===== src/hw/trig_sel_defs.svh =====
// Register offsets, field positions, reset values and trigger codes of the trigger selector.
`ifndef TRIG_SEL_DEFS_SVH
`define TRIG_SEL_DEFS_SVH
`define TRIG_SEL_OFFSET      12'h014
`define PRIORITY_OFFSET      12'h020
`define INITIATE_OFFSET      12'h028
`define STATUS_OFFSET        12'h030
`define TRIG_SEL_RESET       32'h0000_0000
`define PRIORITY_RESET       32'h0000_0210
`define SEQ0_CODE_LSB        0
`define SEQ1_CODE_LSB        4
`define SEQ2_CODE_LSB        8
`define CODE_WIDTH           4
`define PRIO_WIDTH           2
`define PRIO_FIELD_STRIDE    4
`define CODE_SOFTWARE        4'h0
`define CODE_COMP0           4'h1
`define CODE_COMP1           4'h2
`define CODE_PIN             4'h4
`define CODE_TIMER           4'h5
`define CODE_ALWAYS          4'hf
`endif


===== src/hw/trig_sel_pkg.sv =====
// Types shared by the trigger selector files.
package trig_sel_pkg;
   typedef struct packed {
      logic comp0;
      logic comp1;
      logic pin;
      logic timer;
   } trig_events_t;
   typedef struct packed {
      logic        psel;
      logic        penable;
      logic        pwrite;
      logic [11:0] paddr;
      logic [31:0] pwdata;
   } apb_req_t;
   typedef enum logic [1:0] {ARB_IDLE, ARB_GRANT} arb_state_t;
endpackage : trig_sel_pkg

===== src/hw/adc_sequencer_trigger_select.sv =====
// Trigger-source selection and start arbitration for sample sequencers 0 to 2.
// Function
// - A 4-bit read/write field at bits 11:8 of the selection register picks sequencer 2's trigger.
// - A 4-bit read/write field at bits 7:4 picks sequencer 1's trigger.
// - A 4-bit read/write field at bits 3:0 picks sequencer 0's trigger, and all fields reset to 0.
// - Codes 0 software, 1 comparator 0, 2 comparator 1, 4 external pin, f continuous sampling.
// - Code 5 starts on the timer event, which the timer gives only with its trigger enable set.
// - The selection register is at offset 014, resets to zero, and each sequencer chooses freely.
// - Sequencers triggered together run in the order of their programmed priority values.
//
// The APB slave port and the register offsets were decided locally.
`include "trig_sel_defs.svh"
module adc_sequencer_trigger_select
   import trig_sel_pkg::*;
#(
   parameter int NUM_SEQ = 3
) (
   // Clock and reset.
   input  wire logic                  core_clk_i,
   input  wire logic                  rst_i,
   // APB slave.
   input  wire logic                  psel_i,
   input  wire logic                  penable_i,
   input  wire logic                  pwrite_i,
   input  wire logic [11:0]           paddr_i,
   input  wire logic [31:0]           pwdata_i,
   output logic [31:0]                prdata_o,
   output logic                       pready_o,
   output logic                       pslverr_o,
   // Trigger event lines.
   input  wire trig_sel_pkg::trig_events_t events_i,
   // Sequencer run control.
   input  wire logic                  seq_busy_i,
   output logic [NUM_SEQ-1:0]         seq_start_o
);
   import trig_sel_pkg::*;

   ////////////////////////////////////////////////////////////////////////////////
   apb_req_t            req;
   logic [11:0]         sel_r;
   logic [11:0]         sel_nxt;
   logic [5:0]          prio_r;
   logic [5:0]          prio_nxt;
   logic [NUM_SEQ-1:0]  sw_r;
   logic [NUM_SEQ-1:0]  sw_nxt;
   logic [NUM_SEQ-1:0]  pend_r;
   logic [NUM_SEQ-1:0]  pend_nxt;
   logic [NUM_SEQ-1:0]  start_r;
   logic [NUM_SEQ-1:0]  start_nxt;
   logic [NUM_SEQ-1:0]  trig;
   logic [31:0]         prdata_r;
   logic [31:0]         prdata_nxt;
   logic                pready_r;
   logic                pready_nxt;
   logic                pslverr_r;
   logic                pslverr_nxt;
   arb_state_t          state_r;
   arb_state_t          state_nxt;

   assign req = '{psel: psel_i, penable: penable_i, pwrite: pwrite_i,
                  paddr: paddr_i, pwdata: pwdata_i};

   // The four registers that answer without an error.
   function automatic logic addr_known(input logic [11:0] a);
      addr_known = (a == `TRIG_SEL_OFFSET) || (a == `PRIORITY_OFFSET) ||
                   (a == `INITIATE_OFFSET) || (a == `STATUS_OFFSET);
   endfunction : addr_known

   ////////////////////////////////////////////////////////////////////////////////
   // Priority fields are two bits wide and sit four bits apart in the register word.
   // Software sees that layout; inside, the fields are packed tight for the arbiter.
   function automatic logic [5:0] prio_unpack(input logic [31:0] w);
      prio_unpack = '0;
      for (int i = 0; i < NUM_SEQ; i++) begin
         prio_unpack[i*`PRIO_WIDTH +: `PRIO_WIDTH] = w[i*`PRIO_FIELD_STRIDE +: `PRIO_WIDTH];
      end
   endfunction : prio_unpack

   function automatic logic [31:0] prio_pack(input logic [5:0] p);
      prio_pack = '0;
      for (int i = 0; i < NUM_SEQ; i++) begin
         prio_pack[i*`PRIO_FIELD_STRIDE +: `PRIO_WIDTH] = p[i*`PRIO_WIDTH +: `PRIO_WIDTH];
      end
   endfunction : prio_pack

   localparam logic [5:0] PRIO_RESET_FIELDS = prio_unpack(`PRIORITY_RESET);

   ////////////////////////////////////////////////////////////////////////////////
   // Register bus: one wait state. An access is seen at its first access edge and
   // pready follows a cycle later. A write lands only at the edge that completes the
   // transfer, so a stretched or abandoned access never half-updates a register.
   logic rd_en;
   logic wr_en;
   assign rd_en = req.psel && req.penable && !req.pwrite && !pready_r;
   assign wr_en = req.psel && req.penable && req.pwrite && pready_r;

   always_comb begin
      sel_nxt     = sel_r;
      prio_nxt    = prio_r;
      sw_nxt      = '0;
      prdata_nxt  = prdata_r;
      pready_nxt  = 1'b0;
      pslverr_nxt = 1'b0;
      // An unknown address is refused: its write is dropped and its read returns zero.
      if (req.psel && req.penable && !pready_r) begin
         pready_nxt  = 1'b1;
         pslverr_nxt = !addr_known(req.paddr);
      end
      // Read data is captured one edge ahead so that it stands in the pready cycle.
      if (rd_en) begin
         case (req.paddr)
            `TRIG_SEL_OFFSET: prdata_nxt = {20'h0_0000, sel_r};
            `PRIORITY_OFFSET: prdata_nxt = prio_pack(prio_r);
            // Status shows the pending triggers above the start outputs, which hold a grant for one cycle only.
            `STATUS_OFFSET:   prdata_nxt = {26'h0, pend_r, start_r};
            default:          prdata_nxt = 32'h0000_0000;
         endcase
      end
      if (wr_en) begin
         if (req.paddr == `TRIG_SEL_OFFSET) begin
            sel_nxt = req.pwdata[11:0];
         end
         if (req.paddr == `PRIORITY_OFFSET) begin
            prio_nxt = prio_unpack(req.pwdata);
         end
         if (req.paddr == `INITIATE_OFFSET) begin
            sw_nxt = req.pwdata[NUM_SEQ-1:0];
         end
      end
   end

   // Select and priority fields take their reset values; the initiate bits only
   // ever pulse for one cycle after a completed write.
   always_ff @(posedge core_clk_i or posedge rst_i) begin
      if (rst_i) begin
         sel_r     <= 12'(`TRIG_SEL_RESET);
         prio_r    <= PRIO_RESET_FIELDS;
         sw_r      <= '0;
         prdata_r  <= 32'h0000_0000;
         pready_r  <= 1'b0;
         pslverr_r <= 1'b0;
      end else begin
         sel_r     <= sel_nxt;
         prio_r    <= prio_nxt;
         sw_r      <= sw_nxt;
         prdata_r  <= prdata_nxt;
         pready_r  <= pready_nxt;
         pslverr_r <= pslverr_nxt;
      end
   end

   ////////////////////////////////////////////////////////////////////////////////
   // One decoder per sequencer, each on its own field.
   // Each decoder registers its request, so an event reaches the pending set
   // two edges after it is seen on the event lines.
   for (genvar g = 0; g < NUM_SEQ; g++) begin : g_dec
      seq_event_decode u_dec (
         .core_clk_i (core_clk_i),
         .rst_i      (rst_i),
         .code_i     (sel_r[g*`CODE_WIDTH +: `CODE_WIDTH]),
         .sw_req_i   (sw_r[g]),
         .events_i   (events_i),
         .start_o    (trig[g])
      );
   end

   ////////////////////////////////////////////////////////////////////////////////
   // Pending triggers are granted one at a time, lowest priority value first.
   // Equal priority values fall to the lowest sequencer index.
   function automatic logic [NUM_SEQ-1:0] pick(input logic [NUM_SEQ-1:0] p,
                                               input logic [5:0] pr);
      logic [1:0] best;
      logic       found;
      best  = 2'h3;
      found = 1'b0;
      pick  = '0;
      for (int i = 0; i < NUM_SEQ; i++) begin
         if (p[i] && (!found || pr[i*2 +: 2] < best)) begin
            best  = pr[i*2 +: 2];
            found = 1'b1;
            pick  = '0;
            pick[i] = 1'b1;
         end
      end
   endfunction : pick

   always_comb begin
      // Each grant is followed by one idle cycle, which gives the sequencer time to
      // raise busy before the next grant is weighed. Triggers that arrive meanwhile
      // are held in the pending set, and repeats of one trigger merge.
      pend_nxt  = pend_r | trig;
      start_nxt = '0;
      state_nxt = state_r;
      case (state_r)
         ARB_IDLE: begin
            if (!seq_busy_i && (pend_r != '0)) begin
               start_nxt = pick(pend_r, prio_r);
               pend_nxt  = (pend_r & ~start_nxt) | trig;
               state_nxt = ARB_GRANT;
            end
         end
         ARB_GRANT: begin
            state_nxt = ARB_IDLE;
         end
         default: state_nxt = ARB_IDLE;
      endcase
   end

   always_ff @(posedge core_clk_i or posedge rst_i) begin
      if (rst_i) begin
         pend_r  <= '0;
         start_r <= '0;
         state_r <= ARB_IDLE;
      end else begin
         pend_r  <= pend_nxt;
         start_r <= start_nxt;
         state_r <= state_nxt;
      end
   end

   // Every output is a register; nothing combinational reaches a pin.
   assign prdata_o    = prdata_r;
   assign pready_o    = pready_r;
   assign pslverr_o   = pslverr_r;
   assign seq_start_o = start_r;
endmodule : adc_sequencer_trigger_select


===== src/hw/seq_event_decode.sv =====
// Per-sequencer trigger decoder: one code field to one start request, registered.
`include "trig_sel_defs.svh"
module seq_event_decode
   import trig_sel_pkg::*;
(
   // Clock and reset.
   input  wire logic          core_clk_i,
   input  wire logic          rst_i,
   // Selection, software request and event lines.
   input  wire logic [3:0]    code_i,
   input  wire logic          sw_req_i,
   input  wire trig_sel_pkg::trig_events_t events_i,
   // Start request.
   output logic               start_o
);
   import trig_sel_pkg::*;

   logic start_r;
   logic start_nxt;

   always_comb begin
      case (code_i)
         `CODE_SOFTWARE: start_nxt = sw_req_i;
         `CODE_COMP0:    start_nxt = events_i.comp0;
         `CODE_COMP1:    start_nxt = events_i.comp1;
         `CODE_PIN:      start_nxt = events_i.pin;
         `CODE_TIMER:    start_nxt = events_i.timer;
         `CODE_ALWAYS:   start_nxt = 1'b1;
         default:        start_nxt = 1'b0;
      endcase
   end

   always_ff @(posedge core_clk_i or posedge rst_i) begin
      if (rst_i) begin
         start_r <= 1'b0;
      end else begin
         start_r <= start_nxt;
      end
   end

   assign start_o = start_r;
endmodule : seq_event_decode


===== config.mk =====
export PLATFORM = sky130hd
export DESIGN_NAME = adc_sequencer_trigger_select
export DESIGN_NICKNAME = d
export VERILOG_FILES = /design/src/hw/trig_sel_pkg.sv /design/src/hw/adc_sequencer_trigger_select.sv /design/src/hw/seq_event_decode.sv
export VERILOG_INCLUDE_DIRS = /design/src /design/src/hw
export SDC_FILE = /design/constraint.sdc
export NUM_CORES = 1
export LEC_CHECK = 0
export BUFFER_PORTS_ARGS = -buffer_cell sky130_fd_sc_hd__buf_2
export CORE_MARGIN = 2
export CORE_UTILIZATION = 45
export CTS_BUF_LIST = sky130_fd_sc_hd__clkbuf_16
export DETAILED_ROUTE_END_ITERATION = 16
export GPL_TIMING_DRIVEN = 0
export PLACE_DENSITY = 0.73
export SYNTH_ARGS = -nofsm -noshare
export SYNTH_HDL_FRONTEND = slang
export SYNTH_SLANG_ARGS = --single-unit

===== constraint.sdc =====
create_clock -name core_clk_i -period 4.3 [get_ports core_clk_i]
set_input_delay 0.215 -clock core_clk_i [delete_from_list [all_inputs] [get_ports core_clk_i]]
set_output_delay 0.215 -clock core_clk_i [all_outputs]
set_load 0.05 [all_outputs]

* Yosys cells after proc, flatten, opt, wreduce, memory -nomap -nowiden *
Cells that the tools add are included.

storage, ports and cells
  logic and storage cells = 96
  input port bits = 54
  register bits after elaboration = 66
  output and inout port bits = 37

cells by class
  reductions and logical operators = 27
  equal/unequal tests = 20
  $lt $le $gt $ge = 2
  bitwise logic cells = 4
  mux-type cells = 31

operators by type and width
  operator                                                          count
  12-bit by 6-bit == test with 1-bit output, second input constant  3
  12-bit one-hot mux with 3 select lines                            1
  3-bit 2-to-1 mux                                                  10
  4-bit by 3-bit == test with 1-bit output, second input constant   6
  1-bit one-hot mux with 6 select lines                             3
  2-bit 2-to-1 mux                                                  8
  12-bit by 5-bit == test with 1-bit output, second input constant  1
  4-bit by 1-bit == test with 1-bit output, second input constant   3
  4-bit by 2-bit == test with 1-bit output, second input constant   3
  4-bit == test, second input constant                              3
  4-bit logical NOT                                                 3
  1-bit logical AND                                                 9
  1-bit 2-to-1 mux                                                  9
  1-bit logical NOT                                                 6
  3-bit bitwise OR                                                  2
  1-bit logical OR                                                  5
  2-bit < comparator                                                2
  2-bit AND reduction                                               2
  3-bit AND                                                         1
  3-bit NOT                                                         1
  3-bit nonzero test                                                1
  2-bit logical NOT                                                 1
  2-bit inequality test, second input constant                      1

* Depth between registers and ports, before layout *
Gate-level depths: netlist of run 1.

  word-level depth = 21
  depth in mapped cells = 11
  gate-level depth less buffers = 10

* Cells and area by module *
From an unflattened synthesis of run 1, not the netlist that was laid out.

unflattened totals
  cells, all modules = 207
  area, all modules = 2283.4 um2

by module, submodules not included
  module                        times used  area each (um2)  sequential area each (um2)  cells an instance
  adc_sequencer_trigger_select  1           2039.5           1053.5                      186
  seq_event_decode              3           81.3             25.0                        7

* Least setup slack after synthesis of run 1 *
No wires, ideal clock.

  kind = flip-flop to flip-flop
  from = reg pend_r[0]
  to = reg pend_r[0]
  setup slack = 2.032 ns
  setup time = 0.065 ns
  period minus slack after synthesis = 2.268 ns
  arrival time = 2.204 ns
  data required time = 4.235 ns
  stages on the path, launching flop included = 12
  path buffers = 1
  cell sequence = dfrtp_1 buf_2 nor2b_1 ha_1 nand2_1 o211ai_1 nand2_1 o21ai_0 ha_1 o31a_1 o311ai_0 a21o_1

between the ends
  cells in the longest elaborated chain, start to end = 20
  elaborated cells on any way between the ends = 33
  those cells by class = order compare (2); mux (19); bitwise (4); reduce/logical (8)

RTL lines
  what                                                            line                                 source
  start, declared                                                 adc_sequencer_trigger_select.sv:46   logic [NUM_SEQ-1:0] pend_r;
  start signal, assigned                                          adc_sequencer_trigger_select.sv:215  pend_r <= pend_nxt;
  2-bit 2-to-1 mux / 1-bit 2-to-1 mux (equally long branches)     adc_sequencer_trigger_select.sv:178  if (p[i] && (!found || pr[i*2 +: 2] < best)) begin
  2-bit 2-to-1 mux / 1-bit 2-to-1 mux (equally long branches)     adc_sequencer_trigger_select.sv:196  if (!seq_busy_i && (pend_r != '0)) begin
  2-bit 2-to-1 mux / 1-bit 2-to-1 mux (equally long branches)     adc_sequencer_trigger_select.sv:194  case (state_r)
  2-bit < comparator / 1-bit logical NOT (equally long branches)  adc_sequencer_trigger_select.sv:178
  1-bit logical OR                                                adc_sequencer_trigger_select.sv:178
  1-bit logical AND                                               adc_sequencer_trigger_select.sv:178
  2-bit 2-to-1 mux / 1-bit 2-to-1 mux (equally long branches)     adc_sequencer_trigger_select.sv:178
  2-bit 2-to-1 mux / 1-bit 2-to-1 mux (equally long branches)     adc_sequencer_trigger_select.sv:196
  (+5 left out)                                                   -
  3-bit 2-to-1 mux                                                adc_sequencer_trigger_select.sv:196
  3-bit 2-to-1 mux                                                adc_sequencer_trigger_select.sv:194
  3-bit NOT                                                       adc_sequencer_trigger_select.sv:198  pend_nxt = (pend_r & ~start_nxt) | trig;
  3-bit AND                                                       adc_sequencer_trigger_select.sv:198
  3-bit bitwise OR                                                adc_sequencer_trigger_select.sv:198
  3-bit 2-to-1 mux                                                adc_sequencer_trigger_select.sv:196
  3-bit 2-to-1 mux (*)                                            adc_sequencer_trigger_select.sv:194
  net pend_nxt[0]                                                 adc_sequencer_trigger_select.sv:47   logic [NUM_SEQ-1:0] pend_nxt;

The timed path passes the listed nets; every way through them passes the cells marked *. The select of a mux whose other input is x is not followed.
A chain may end at the register's enable or synchronous reset.

* Worst setup path in the final report of run 1 *
Ends and elaborated chain as after synthesis.

==> results of run 1 <==
[metrics by stage]
stage          util, %  hold WS (ns)  std cells  setup slack [ns]
5_1_grt          57.77        0.1501        369             1.481
6_report         57.77        0.1459        369             1.654
3_5_place_dp     54.74        0.2379        360             1.740
2_1_floorplan        -        0.3436        240             2.032
4_1_cts          57.77        0.1450        369             1.693
3_3_place_gp     54.34        0.4083        359             1.804
[what timing repair did]
item,CTS,global route
endpoints found under the hold margin,18,0
hold buffers,1,0
resized for setup,0,0
[layout make-up]
class | instances | share of cell area, %
plain buffers | 25 | 6.486
clock buffers | 5 | 4.296
clock inverters | 3 | 0.6014
inverters | 7 | 0.9021
multi-input cells | 163 | 36.51
flip-flops and latches | 45 | 38.75
well taps | 70 | 3.007
repair buffers | 51 | 9.450
[where the power goes]
group / switching (mW) / internal (mW)
logic: 0.0721 / 0.0325
registers: 0.00119 / 0.425
clock network: 0.158 / 0.213
total: 0.231 / 0.671
[worst max-delay path, delay by kind of cell, from the launching register on]
| family | cells | cell delay (ns) |
|---|---|---|
| AO/OA/AOI/OAI | 5 | 1.15 |
| AND/OR/NAND/NOR | 3 | 0.36 |
| adder cells (fa/ha/maj) | 2 | 0.57 |
| flip-flops | 1 | 0.35 |
| buffers and inverters | 1 | 0.16 |
[synth_stat cells, types with 3 or more instances]
library cell and count:
a21oi_1 9, a221oi_1 4, and2_1 3, buf_2 3, buf_4 20, dfrtp_1 43
inv_1 7, mux2_2 8, mux2_4 10, mux2i_1 7, nand2_1 26, nor2_1 16
nor2b_1 4, o21ai_0 16, o22ai_1 5
[registers in the layout, indices dropped and copies added (netlist names)]
name                 count
pready_o                 1
g_dec.u_dec.start_o      3
state_r                  1
pend_r                   3
seq_start_o              3
pslverr_o                1
prdata_o                12
sel_r                   12
prio_r                   6
sw_r                     3
[cell families after synthesis]
group           count (synthesis)  synth area share (%)
compound gates                 49                 13.34
fa+ha+maj                       2                 1.071
simple gates                   67                 14.62
buf+inv                        32                 9.212
flops                          45                 48.31
other cells                     1                0.1605
mux                            25                 13.28
[path summary, 6_finish.rpt]
kind | start | endpoint | slack, ns | cells past startpoint
max reg2reg | pend_r[0] | pend_r[0] | 1.65 | 11
min reg2reg | g_dec[0].u_dec.start_o | pend_r[0] | 0.43 | 1
min | pwdata_i[2] | sw_r[2] | 0.15 | 2
min in group asynchronous | rst_i | sel_r[10] | 0.47 | 3
max in group asynchronous | rst_i | prio_r[2] | 3.29 | 4
max | pend_r[0] | pend_r[0] | 1.65 | 11
[per-layer routing]
layer  wire length [µm]  part of all wire, %
met1               2271                   46
met2               2193                   44
met3                345                  7.0
met4                131                  2.7
met5                  0                    0
==> tab_implementation.tex, run 1 <==
\begin{tabular}{lr}
\hline
Metric & Value \\
\hline
\multicolumn{2}{l}{\textbf{Outcome}} \\
\quad Run status & complete, no violations \\
\multicolumn{2}{l}{\textbf{Critical path}} \\
\quad Cell with the biggest individual delay on the critical path & o311ai\_0 \\
\quad Kind of start point of the critical path & register \\
\quad Cells along the critical path & buf\_2, nor2b\_1, ha\_1, nand2\_1, o211ai\_1, nand2\_1, o21ai\_0, ha\_1, o31a\_1, o311ai\_0, a21o\_1 \\
\quad Type of element capturing the critical path & register \\
\quad Critical-path maximum fanout & 9 \\
\quad Delay of the slowest critical-path stage & 0.44 ns \\
\quad Signal arrival time at the worst endpoint & 2.87 ns \\
\quad Required time reported for the critical path endpoint & between 4 and 5 ns \\
\quad Path type of the worst setup path & reg2reg \\
\multicolumn{2}{l}{\textbf{Global routing}} \\
\quad Global router's overall resource usage & about 18\% \\
\quad Global-route met3 utilization & 5.213\% \\
\quad Gr ovfl total & 0 \\
\quad Met2 capacity usage during global routing & 26.79\% \\
\quad Initial antenna violation count & 0 \\
\quad Global-route wire length before repair & around 8000 µm \\
\quad Most used routing layer in global routing & met2 \\
\quad GR met1 Demand/Resource & 23.40\% \\
\quad Vias in the first global route & 1,673 \\
\quad Pin count of the biggest net entering global routing & 28 \\
\multicolumn{2}{l}{\textbf{Synth}} \\
\quad Mean area per synthesized cell & between 10 and 15 µm² \\
\quad Flip-flop and latch count after synthesis & 45 \\
\quad Summed instance area of the synthesized netlist & around 2300 µm² \\
\quad Post-synth EDFFs & 0 \\
\quad Number of library cell types mapped by synthesis & 43 \\
\quad Portion of synthesized cell area occupied by the leading cell type & 46.06\% \\
\quad Ranking of synthesized cells by area & dfrtp\_1 (46\%), buf\_4 (6.4\%), mux2\_4 (6.4\%) \\
\quad Yosys warning count & 0 \\
\quad Top FF cell, synth & dfrtp\_1 \\
\quad Count of mapped cells out of synthesis & 221 \\
\quad Post-synth top area cell & dfrtp\_1 \\
\quad Sequential element share of the synthesized area & between 40 and 50\% \\
\quad Share of flip-flops with an asynchronous set or reset & 100.0\% \\
\multicolumn{2}{l}{\textbf{Routing}} \\
\quad Total length of routed wires & 4942 µm \\
\quad Via count & 1,865 \\
\quad Starting DRT DRC Count & 126 \\
\quad Via-per-instance ratio & 5.054 \\
\quad Detailed Routing Iterations Pass 1 & 4 \\
\quad DRC violations left & 0 \\
\quad Routed length per placed instance & 13.39 µm \\
\quad ANT nets after route & 0 \\
\multicolumn{2}{l}{\textbf{Flow run}} \\
\quad Number of violations of the max-capacitance limit & 0 \\
\multicolumn{2}{l}{\textbf{Clock tree}} \\
\quad Maximum buffer depth of the clock tree & 2 \\
\quad TritonCTS clock tree & done \\
\quad Number of setup buffers added after CTS & 0 \\
\quad Cts bufs inserted & 5 \\
\quad Root Driver & clkbuf\_16 \\
\quad Clock slew at reported path FFs & around 0.060 ns \\
\quad H-Tree Level Count & 2 \\
\quad Worst-Skew Late Latency & between 0.2 and 0.3 ns \\
\quad Clk sink count & 45 \\
\multicolumn{2}{l}{\textbf{Placement}} \\
\quad Post-detail-place hpwl & 3886 µm \\
\quad Number of input and output port buffers inserted & 49 \\
\quad Final weighted congestion of routability-driven global placement & about 0.82 \\
\quad Cell area reported after detailed placement & 2760 µm² \\
\multicolumn{2}{l}{\textbf{Hold path}} \\
\quad Class of the worst hold path & in2reg \\
\multicolumn{2}{l}{\textbf{Timing}} \\
\quad Worst Max-Slew Pin Slew & between 0.5 and 0.6 ns \\
\quad Final max-slew violation count & 0 \\
\quad Normalized max-slew margin & 63.40\% \\
\quad Final critical-path share of the clock period & 61.54\% \\
\quad Clock tree skew after final layout & 0.007314 ns \\
\quad Final Hold Fails & 0 \\
\quad Setup tns final & 0 ns \\
\quad Post-layout minimum cycle time & between 2 and 3 ns \\
\quad Count of endpoints failing setup in the final report & 0 \\
\quad RSZ-0062 raised after global routing & no \\
\quad FMAX & between 0.3 and 0.4 GHz \\
\multicolumn{2}{l}{\textbf{Pwr}} \\
\quad Maximum vdd ir drop & 0.0001810 V \\
\quad Leakage Power & 1.525 nW \\
\quad Design Power & 0.9014 mW \\
\quad Total power divided by cell area & $\sim$310 nW/µm² \\
\multicolumn{2}{l}{\textbf{Cells and area}} \\
\quad Register area & 1129 µm² \\
\quad Number of antenna repair diodes & 0 \\
\quad Top library cells by usage in the layout, fill and taps aside & buf\_2 (52), dfrtp\_1 (43), nand2\_1 (26) \\
\quad Area of the multi-input gates & 1064 µm² \\
\quad Final design instance area without fill & 2913 µm² \\
\quad Synthesis-to-finish area growth & 24.69\% \\
\quad Number of nets at the end of the flow & 354 \\
\quad Final-layout fill cell count & 432 \\
\quad Leading cell type in the layout, fill and taps excluded & buf\_2 \\
\quad Layout cell share with drive strength beyond 1 & approximately 37\% \\
\multicolumn{2}{l}{\textbf{Floorplan}} \\
\quad Die width & 76.05 µm \\
\quad Top-level I/O count & 91 \\
\quad Effective utilization at floorplan & 46.33\% \\
\quad Die footprint & 5784 µm² \\
\quad Die extent in y & between 70 and 80 µm \\
\quad Std-Cell Core Area & 5042 µm² \\
\quad Site row count & 26 \\
\hline
\end{tabular}
Power figures use the tool's default switching activity.
==> inputs of run 2 (changes only) <==
- CORE_UTILIZATION: 45 -> 44
- PLACE_DENSITY: 0.73 -> 0.74
- clock period: 4.3 -> 2.25 ns (I/O delays scaled with it)
==> run 2 against run 1 <==
Compared with the run above: critical path depth fell by 1; total power is 110% higher; setup slack lost 1.6 ns; non-clock buffer count stayed put; clock power grew 150%; sequential power up 91%; hold slack got worse by 0.12 ns; global-route usage fell by 0.18 points; utilization up 0.66 points; die area up 2.2%; maximum frequency up 23%; via count down 0.38%; largest cell class unchanged; largest power group is now clock.
==> tab_implementation.tex, run 2 (synthesis results as in run 1) <==
\begin{tabular}{lr}
\hline
Metric & Value \\
\hline
\multicolumn{2}{l}{\textbf{Clock tree}} \\
\quad Root Driver & clkbuf\_16 \\
\quad Clock slew at reported path FFs & 0.06 ns (about the same) \\
\quad H-Tree Level Count & 2 (unchanged) \\
\quad Worst-Skew Late Latency & 0.28 ns (about the same) \\
\quad TritonCTS clock tree & done \\
\quad Maximum buffer depth of the clock tree & 2 (unchanged) \\
\quad Cts bufs inserted & 5 (unchanged) \\
\quad Clk sink count & 45 (unchanged) \\
\multicolumn{2}{l}{\textbf{Critical path}} \\
\quad Critical-path maximum fanout & 3 (-6) \\
\quad Flop2flop setup slack & 0.09 ns (-1.56 ns) \\
\quad Cells along the critical path & nor2b\_4, ha\_4, nand2\_2, o211ai\_1, nand2\_1, o21ai\_1, ha\_1, o31a\_1, o311ai\_2, a21o\_1 \\
\quad Worst path top cell family by delay & compound AO/OA/AOI/OAI gates \\
\quad Logic depth of the worst setup path including buffers & 10 (-1) \\
\quad Depth of the most critical reg-to-reg path & 10 (-1) \\
\quad Required time reported for the critical path endpoint & 2.47 ns (-2.06 ns) \\
\quad Signal arrival time at the worst endpoint & 2.37 ns (-0.50 ns) \\
\quad Delay of the slowest critical-path stage & 0.41 ns (-0.03 ns) \\
\quad Path type of the worst setup path & reg2reg \\
\quad Kind of start point of the critical path & register \\
\quad Type of element capturing the critical path & register \\
\quad Critical path buffer and inverter count & 0 (-1) \\
\quad Cell with the biggest individual delay on the critical path & dfrtp\_2 \\
\multicolumn{2}{l}{\textbf{Pwr}} \\
\quad Design Power & 1.931 mW (+110\%) \\
\quad Total power divided by cell area & 647.1 nW/µm² (+110\%) \\
\quad Maximum vdd ir drop & 0.0003706 V (+100\%) \\
\quad Leakage Power & 1.543 nW (+1.2\%) \\
\multicolumn{2}{l}{\textbf{Timing}} \\
\quad Post-layout minimum cycle time & 2.157 ns (-0.4892 ns) \\
\quad Worst Max-Slew Pin Slew & 0.8991 ns (+0.3522 ns) \\
\quad Normalized max-slew margin & 39.97\% (-23 points) \\
\quad Setup tns final & 0 ns (unchanged) \\
\quad Min Hold Slack & 0.02598 ns (-0.1200 ns) \\
\quad FMAX & 0.4636 GHz (+23\%) \\
\quad RSZ-0062 raised after global routing & yes \\
\quad Final max-slew violation count & 0 (unchanged) \\
\quad Count of endpoints failing setup in the final report & 0 (unchanged) \\
\quad Clock tree skew after final layout & 0.003585 ns (-0.003729 ns) \\
\quad Final Hold Fails & 0 (unchanged) \\
\quad Final critical-path share of the clock period & 95.86\% (+34 points) \\
\multicolumn{2}{l}{\textbf{Global routing}} \\
\quad Global-route wire length before repair & 7969 µm (-0.18\%) \\
\quad Initial antenna violation count & 0 (unchanged) \\
\quad Global router's overall resource usage & 17.37\% (-0.18 points) \\
\quad Vias in the first global route & 1,670 (-0.18\%) \\
\quad Pin count of the biggest net entering global routing & 46 (+64\%) \\
\quad Gr ovfl total & 0 (unchanged) \\
\multicolumn{2}{l}{\textbf{Hold path}} \\
\quad Class of the worst hold path & in2async \\
\multicolumn{2}{l}{\textbf{Floorplan}} \\
\quad Die extent in y & 76.87 µm (+1.1\%) \\
\quad Effective utilization at floorplan & 45.74\% (-0.59 points) \\
\quad Die width & 76.87 µm (+1.1\%) \\
\quad Top-level I/O count & 91 (unchanged) \\
\quad Site row count & 26 (unchanged) \\
\quad Std-Cell Core Area & 5107 µm² (+1.3\%) \\
\quad Die footprint & 5908 µm² (+2.2\%) \\
\multicolumn{2}{l}{\textbf{Cells and area}} \\
\quad Synthesis-to-finish area growth & 27.74\% \\
\quad Number of antenna repair diodes & 0 (unchanged) \\
\quad Final-layout fill cell count & 438 (+1.4\%) \\
\quad Layout cell share with drive strength beyond 1 & 39.13\% (+2.3 points) \\
\quad Leading cell type in the layout, fill and taps excluded & buf\_2 \\
\quad Final core occ & 58.43\% (+0.66 points) \\
\quad Layout Cells excl Fill & 369 (unchanged) \\
\quad Number of nets at the end of the flow & 354 (unchanged) \\
\quad Top library cells by usage in the layout, fill and taps aside & buf\_2 (51), dfrtp\_1 (42), nand2\_1 (25) \\
\multicolumn{2}{l}{\textbf{Routing}} \\
\quad Routed length per placed instance & 13.54 µm (+1.1\%) \\
\quad Via-per-instance ratio & 5.035 (-0.38\%) \\
\quad DRC violations left & 0 (unchanged) \\
\quad Via count & 1,858 (-0.38\%) \\
\quad Total length of routed wires & 4997 µm (+1.1\%) \\
\quad ANT nets after route & 0 (unchanged) \\
\quad Starting DRT DRC Count & 73 (-42\%) \\
\quad Detailed Routing Iterations Pass 1 & 5 (+1) \\
\multicolumn{2}{l}{\textbf{Placement}} \\
\quad Post-Place Cells & 359 (-0.28\%) \\
\quad Final weighted congestion of routability-driven global placement & 0.8564 (+4.3\%) \\
\quad Post-detail-place hpwl & 3819 µm (-1.7\%) \\
\quad Number of input and output port buffers inserted & 49 (unchanged) \\
\multicolumn{2}{l}{\textbf{Flow run}} \\
\quad Number of violations of the max-capacitance limit & 0 (unchanged) \\
\multicolumn{2}{l}{\textbf{Outcome}} \\
\quad Run status & complete, no violations \\
\hline
\end{tabular}
==> run 2: timing repair <==
| action | in CTS | in global routing |
|---|---|---|
| pin swaps | 4 | 7 |
| hold buffers | 0 | 0 |
| endpoints found under the setup margin | 5 | 6 |
| setup buffers | 3 | 0 |
| resized for setup | 3 | 5 |
==> run 2: final timing paths <==
check	from	to
max	pend_r[0]	pend_r[0]
max in group asynchronous	rst_i	pend_r[0]
min	rst_i	seq_start_o[2]
min reg2reg	g_dec[1].u_dec.start_o	pend_r[1]
max reg2reg	pend_r[0]	pend_r[0]
min in group core_clk_i	pwdata_i[11]	sel_r[11]
==> run 2: layer usage <==
| layer | track usage [%] | part of all wire (%) | vias to the layer above | routed length (µm) |
|---|---|---|---|---|
| met5 | 0 | 0 | - | 0 |
| li1 | - | - | 893 | - |
| met2 | 27.28 | 47 | 75 | 2366 |
| met3 | 4.706 | 7.3 | 4 | 366 |
| met4 | 6.364 | 1.2 | 0 | 58 |
| met1 | 23.07 | 44 | 886 | 2206 |
==> run 2: where the power goes <==
part | switching, mW | internal, mW | leakage, nW
clock network | 0.286 | 0.633 | 0.0938
registers | 0.00262 | 0.813 | 0.618
logic | 0.137 | 0.0589 | 0.831
total | 0.426 | 1.50 | 1.54
==> run 2: per-stage QoR <==
step                area (µm²)  setup slack, ns
floorplan                 2407          0.05285
global placement          2740          -0.1240
detailed placement        2740          -0.1911
CTS                       2962        0.0008167
global route              2984         -0.04729
finish                    2984          0.09315
==> run 2: final cells by class <==
type	instances	area [µm²]	area share, %
clock inverters	3	65.06	2.180
clock buffers	5	125.1	4.193
well taps	70	87.58	2.935
multi-input cells	163	1099	36.81
flip-flops and latches	45	1130	37.86
inverters	7	26.28	0.8805
repair buffers	52	267.8	8.973
plain buffers	24	183.9	6.164
==> inputs of run 3 (changes only) <==
- CORE_UTILIZATION: 44 -> 45
- PLACE_DENSITY: 0.74 -> 0.73
- clock period: 2.25 -> 2.2 ns (I/O delays scaled with it)
==> run 3 against run 2 <==
Compared with the run above: maximum frequency grew 0.82%; setup slack lost 0.032 ns; total power shrank 9.2%; critical path type unchanged.
==> tab_implementation.tex, run 3 (synthesis results as in run 1) <==
\begin{tabular}{lr}
\hline
Metric & Value \\
\hline
\multicolumn{2}{l}{\textbf{Global routing}} \\
\quad Global-route wire length before repair & 8418 µm (+5.6\%) \\
\quad Pin count of the biggest net entering global routing & 27 (-41\%) \\
\quad Gr ovfl total & 0 (unchanged) \\
\quad Vias in the first global route & 1,755 (+5.1\%) \\
\quad Global router's overall resource usage & 18.39\% (+1.0 points) \\
\quad Initial antenna violation count & 0 (unchanged) \\
\multicolumn{2}{l}{\textbf{Hold path}} \\
\quad Class of the worst hold path & in2reg \\
\multicolumn{2}{l}{\textbf{Cells and area}} \\
\quad Number of nets at the end of the flow & 356 (+0.56\%) \\
\quad Synthesis-to-finish area growth & 26.73\% \\
\quad Final core occ & 58.71\% (+0.28 points) \\
\quad Top library cells by usage in the layout, fill and taps aside & buf\_2 (51), dfrtp\_1 (42), nand2\_1 (25) \\
\quad Leading cell type in the layout, fill and taps excluded & buf\_2 \\
\quad Number of antenna repair diodes & 0 (unchanged) \\
\quad Layout cell share with drive strength beyond 1 & 38.67\% (-0.46 points) \\
\multicolumn{2}{l}{\textbf{Critical path}} \\
\quad Worst path top cell family by delay & compound AO/OA/AOI/OAI gates \\
\quad Signal arrival time at the worst endpoint & 2.36 ns (about the same) \\
\quad Critical path buffer and inverter count & 0 (unchanged) \\
\quad Launch point of the worst path & pend\_r[0] \\
\quad Critical-path maximum fanout & 3 (unchanged) \\
\quad Cell with the biggest individual delay on the critical path & dfrtp\_2 \\
\quad Delay of the slowest critical-path stage & 0.40 ns (about the same) \\
\quad Flop2flop setup slack & 0.06 ns (-0.03 ns) \\
\quad Path type of the worst setup path & reg2reg \\
\quad Logic depth of the worst setup path including buffers & 10 (unchanged) \\
\quad Required time reported for the critical path endpoint & 2.42 ns (-0.05 ns) \\
\quad Type of element capturing the critical path & register \\
\quad Cells along the critical path & nor2b\_4, ha\_4, nand2\_2, o211ai\_1, nand2\_1, o21ai\_1, ha\_1, o31a\_1, o311ai\_2, a21o\_1 \\
\quad Depth of the most critical reg-to-reg path & 10 (unchanged) \\
\quad Launch instance of the worst register-to-register path & pend\_r[0] \\
\quad Kind of start point of the critical path & register \\
\quad End point of the critical path & pend\_r[0] \\
\quad Worst R2R End & pend\_r[0] \\
\multicolumn{2}{l}{\textbf{Pwr}} \\
\quad Total power divided by cell area & 592.3 nW/µm² (-8.5\%) \\
\quad Leakage Power & 1.526 nW (-1.1\%) \\
\quad Maximum vdd ir drop & 0.0003548 V (-4.2\%) \\
\multicolumn{2}{l}{\textbf{Routing}} \\
\quad Total length of routed wires & 5139 µm (+2.8\%) \\
\quad ANT nets after route & 0 (unchanged) \\
\quad Via-per-instance ratio & 4.965 (-1.4\%) \\
\quad Detailed Routing Iterations Pass 1 & 4 (-1) \\
\quad Starting DRT DRC Count & 120 (+64\%) \\
\quad Routed length per placed instance & 13.89 µm (+2.6\%) \\
\quad DRC violations left & 0 (unchanged) \\
\quad Via count & 1,837 (-1.1\%) \\
\multicolumn{2}{l}{\textbf{Placement}} \\
\quad Number of input and output port buffers inserted & 49 (unchanged) \\
\quad Post-detail-place hpwl & 3934 µm (+3.0\%) \\
\quad Final weighted congestion of routability-driven global placement & 0.8110 (-5.3\%) \\
\multicolumn{2}{l}{\textbf{Clock tree}} \\
\quad Cts bufs inserted & 5 (unchanged) \\
\quad Clk sink count & 45 (unchanged) \\
\quad Clock slew at reported path FFs & 0.06 ns (about the same) \\
\quad Root Driver & clkbuf\_16 \\
\quad TritonCTS clock tree & done \\
\quad H-Tree Level Count & 2 (unchanged) \\
\quad Maximum buffer depth of the clock tree & 2 (unchanged) \\
\quad Worst-Skew Late Latency & 0.29 ns (about the same) \\
\multicolumn{2}{l}{\textbf{Timing}} \\
\quad FMAX & 0.4674 GHz (+0.82\%) \\
\quad Clock tree skew after final layout & 0.007008 ns (+0.003423 ns) \\
\quad Count of endpoints failing setup in the final report & 0 (unchanged) \\
\quad RSZ-0062 raised after global routing & yes \\
\quad Post-layout minimum cycle time & 2.139 ns (-0.01757 ns) \\
\quad Normalized max-slew margin & 62.30\% (+22 points) \\
\quad Final critical-path share of the clock period & 97.24\% (+1.4 points) \\
\quad Worst Max-Slew Pin Slew & 0.5634 ns (-0.3357 ns) \\
\quad Min Hold Slack & 0.04167 ns (+0.01569 ns) \\
\quad Final max-slew violation count & 0 (unchanged) \\
\quad Final Hold Fails & 0 (unchanged) \\
\multicolumn{2}{l}{\textbf{Outcome}} \\
\quad Run status & complete, no violations \\
\multicolumn{2}{l}{\textbf{Floorplan}} \\
\quad Std-Cell Core Area & 5042 µm² (-1.3\%) \\
\quad Site row count & 26 (unchanged) \\
\quad Die width & 76.05 µm (-1.1\%) \\
\quad Top-level I/O count & 91 (unchanged) \\
\quad Effective utilization at floorplan & 46.33\% (+0.59 points) \\
\quad Die extent in y & 76.05 µm (-1.1\%) \\
\quad Die footprint & 5784 µm² (-2.1\%) \\
\multicolumn{2}{l}{\textbf{Flow run}} \\
\quad Number of violations of the max-capacitance limit & 0 (unchanged) \\
\hline
\end{tabular}
-- run 3: how the worst min path moves through the flow --
stage / endpoint / cells after the start / slack (ns) / startpoint
after floorplan: sw_r[0] / 1 / 0.24 / pwdata_i[0]
after global placement: sel_r[3] / 2 / 0.34 / pwdata_i[3]
after detailed placement: prdata_o[5] / 2 / 0.15 / rst_i
after CTS: sw_r[2] / 2 / 0.05 / pwdata_i[2]
after global routing: sel_r[6] / 2 / 0.05 / pwdata_i[6]
final: sw_r[2] / 2 / 0.04 / pwdata_i[2]
-- run 3: through the flow --
| step | TNS (ns) | power [mW] | area, µm² | instances | worst slack, ns |
|---|---|---|---|---|---|
| after floorplan | 0 | 0.9989 | 2407 | 240 | 0.002847 |
| after global placement | -0.6067 | 1.045 | 2740 | 359 | -0.1855 |
| after detailed placement | -0.9150 | 1.052 | 2760 | 360 | -0.2251 |
| after CTS | 0 | 1.764 | 2940 | 370 | 0.001928 |
| after global routing | -0.2884 | 1.817 | 2960 | 370 | -0.07721 |
| final | 0 | 1.753 | 2960 | 370 | 0.06072 |
-- run 3: repair_timing --
item / 4_1_cts / 5_1_grt
endpoints found under the setup margin: 6 / 6
setup buffers: 3 / 0
resized for setup: 5 / 3
hold endpoints to repair: 19 / 0
pin swaps: 6 / 11
hold buffers: 1 / 0
-- run 3: power breakdown --
group	internal [mW]	switching (mW)
clock network	0.410	0.303
logic	0.0650	0.141
registers	0.831	0.00268
-- run 3: final cells by class --
type / instances / area, µm²
Fill cell: 432 / 2082
Sequential cell: 45 / 1130
Multi-Input combinational cell: 163 / 1099
Timing Repair Buffer: 54 / 297.8
Buffer: 24 / 183.9
Clock buffer: 5 / 125.1
Tap cell: 70 / 87.58
Inverter: 7 / 26.28
Clock inverter: 2 / 11.26
-- run 3: worst reg2reg max path: cells and delay by family (launching register included) --
family	cells	cell delay [ns]
compound gates	5	0.90
flops	1	0.40
simple gates	3	0.26
fa+ha+maj	2	0.52
-- run 3: layer usage --
| metal | GRT usage, % | part of all wire [%] | vias to the layer above |
|---|---|---|---|
| met5 | 0 | 0 | - |
| met4 | 6.545 | 1.5 | 0 |
| met3 | 4.028 | 6.2 | 9 |
| met2 | 29.82 | 49 | 65 |
| met1 | 24.51 | 43 | 866 |
| li1 | - | - | 897 |
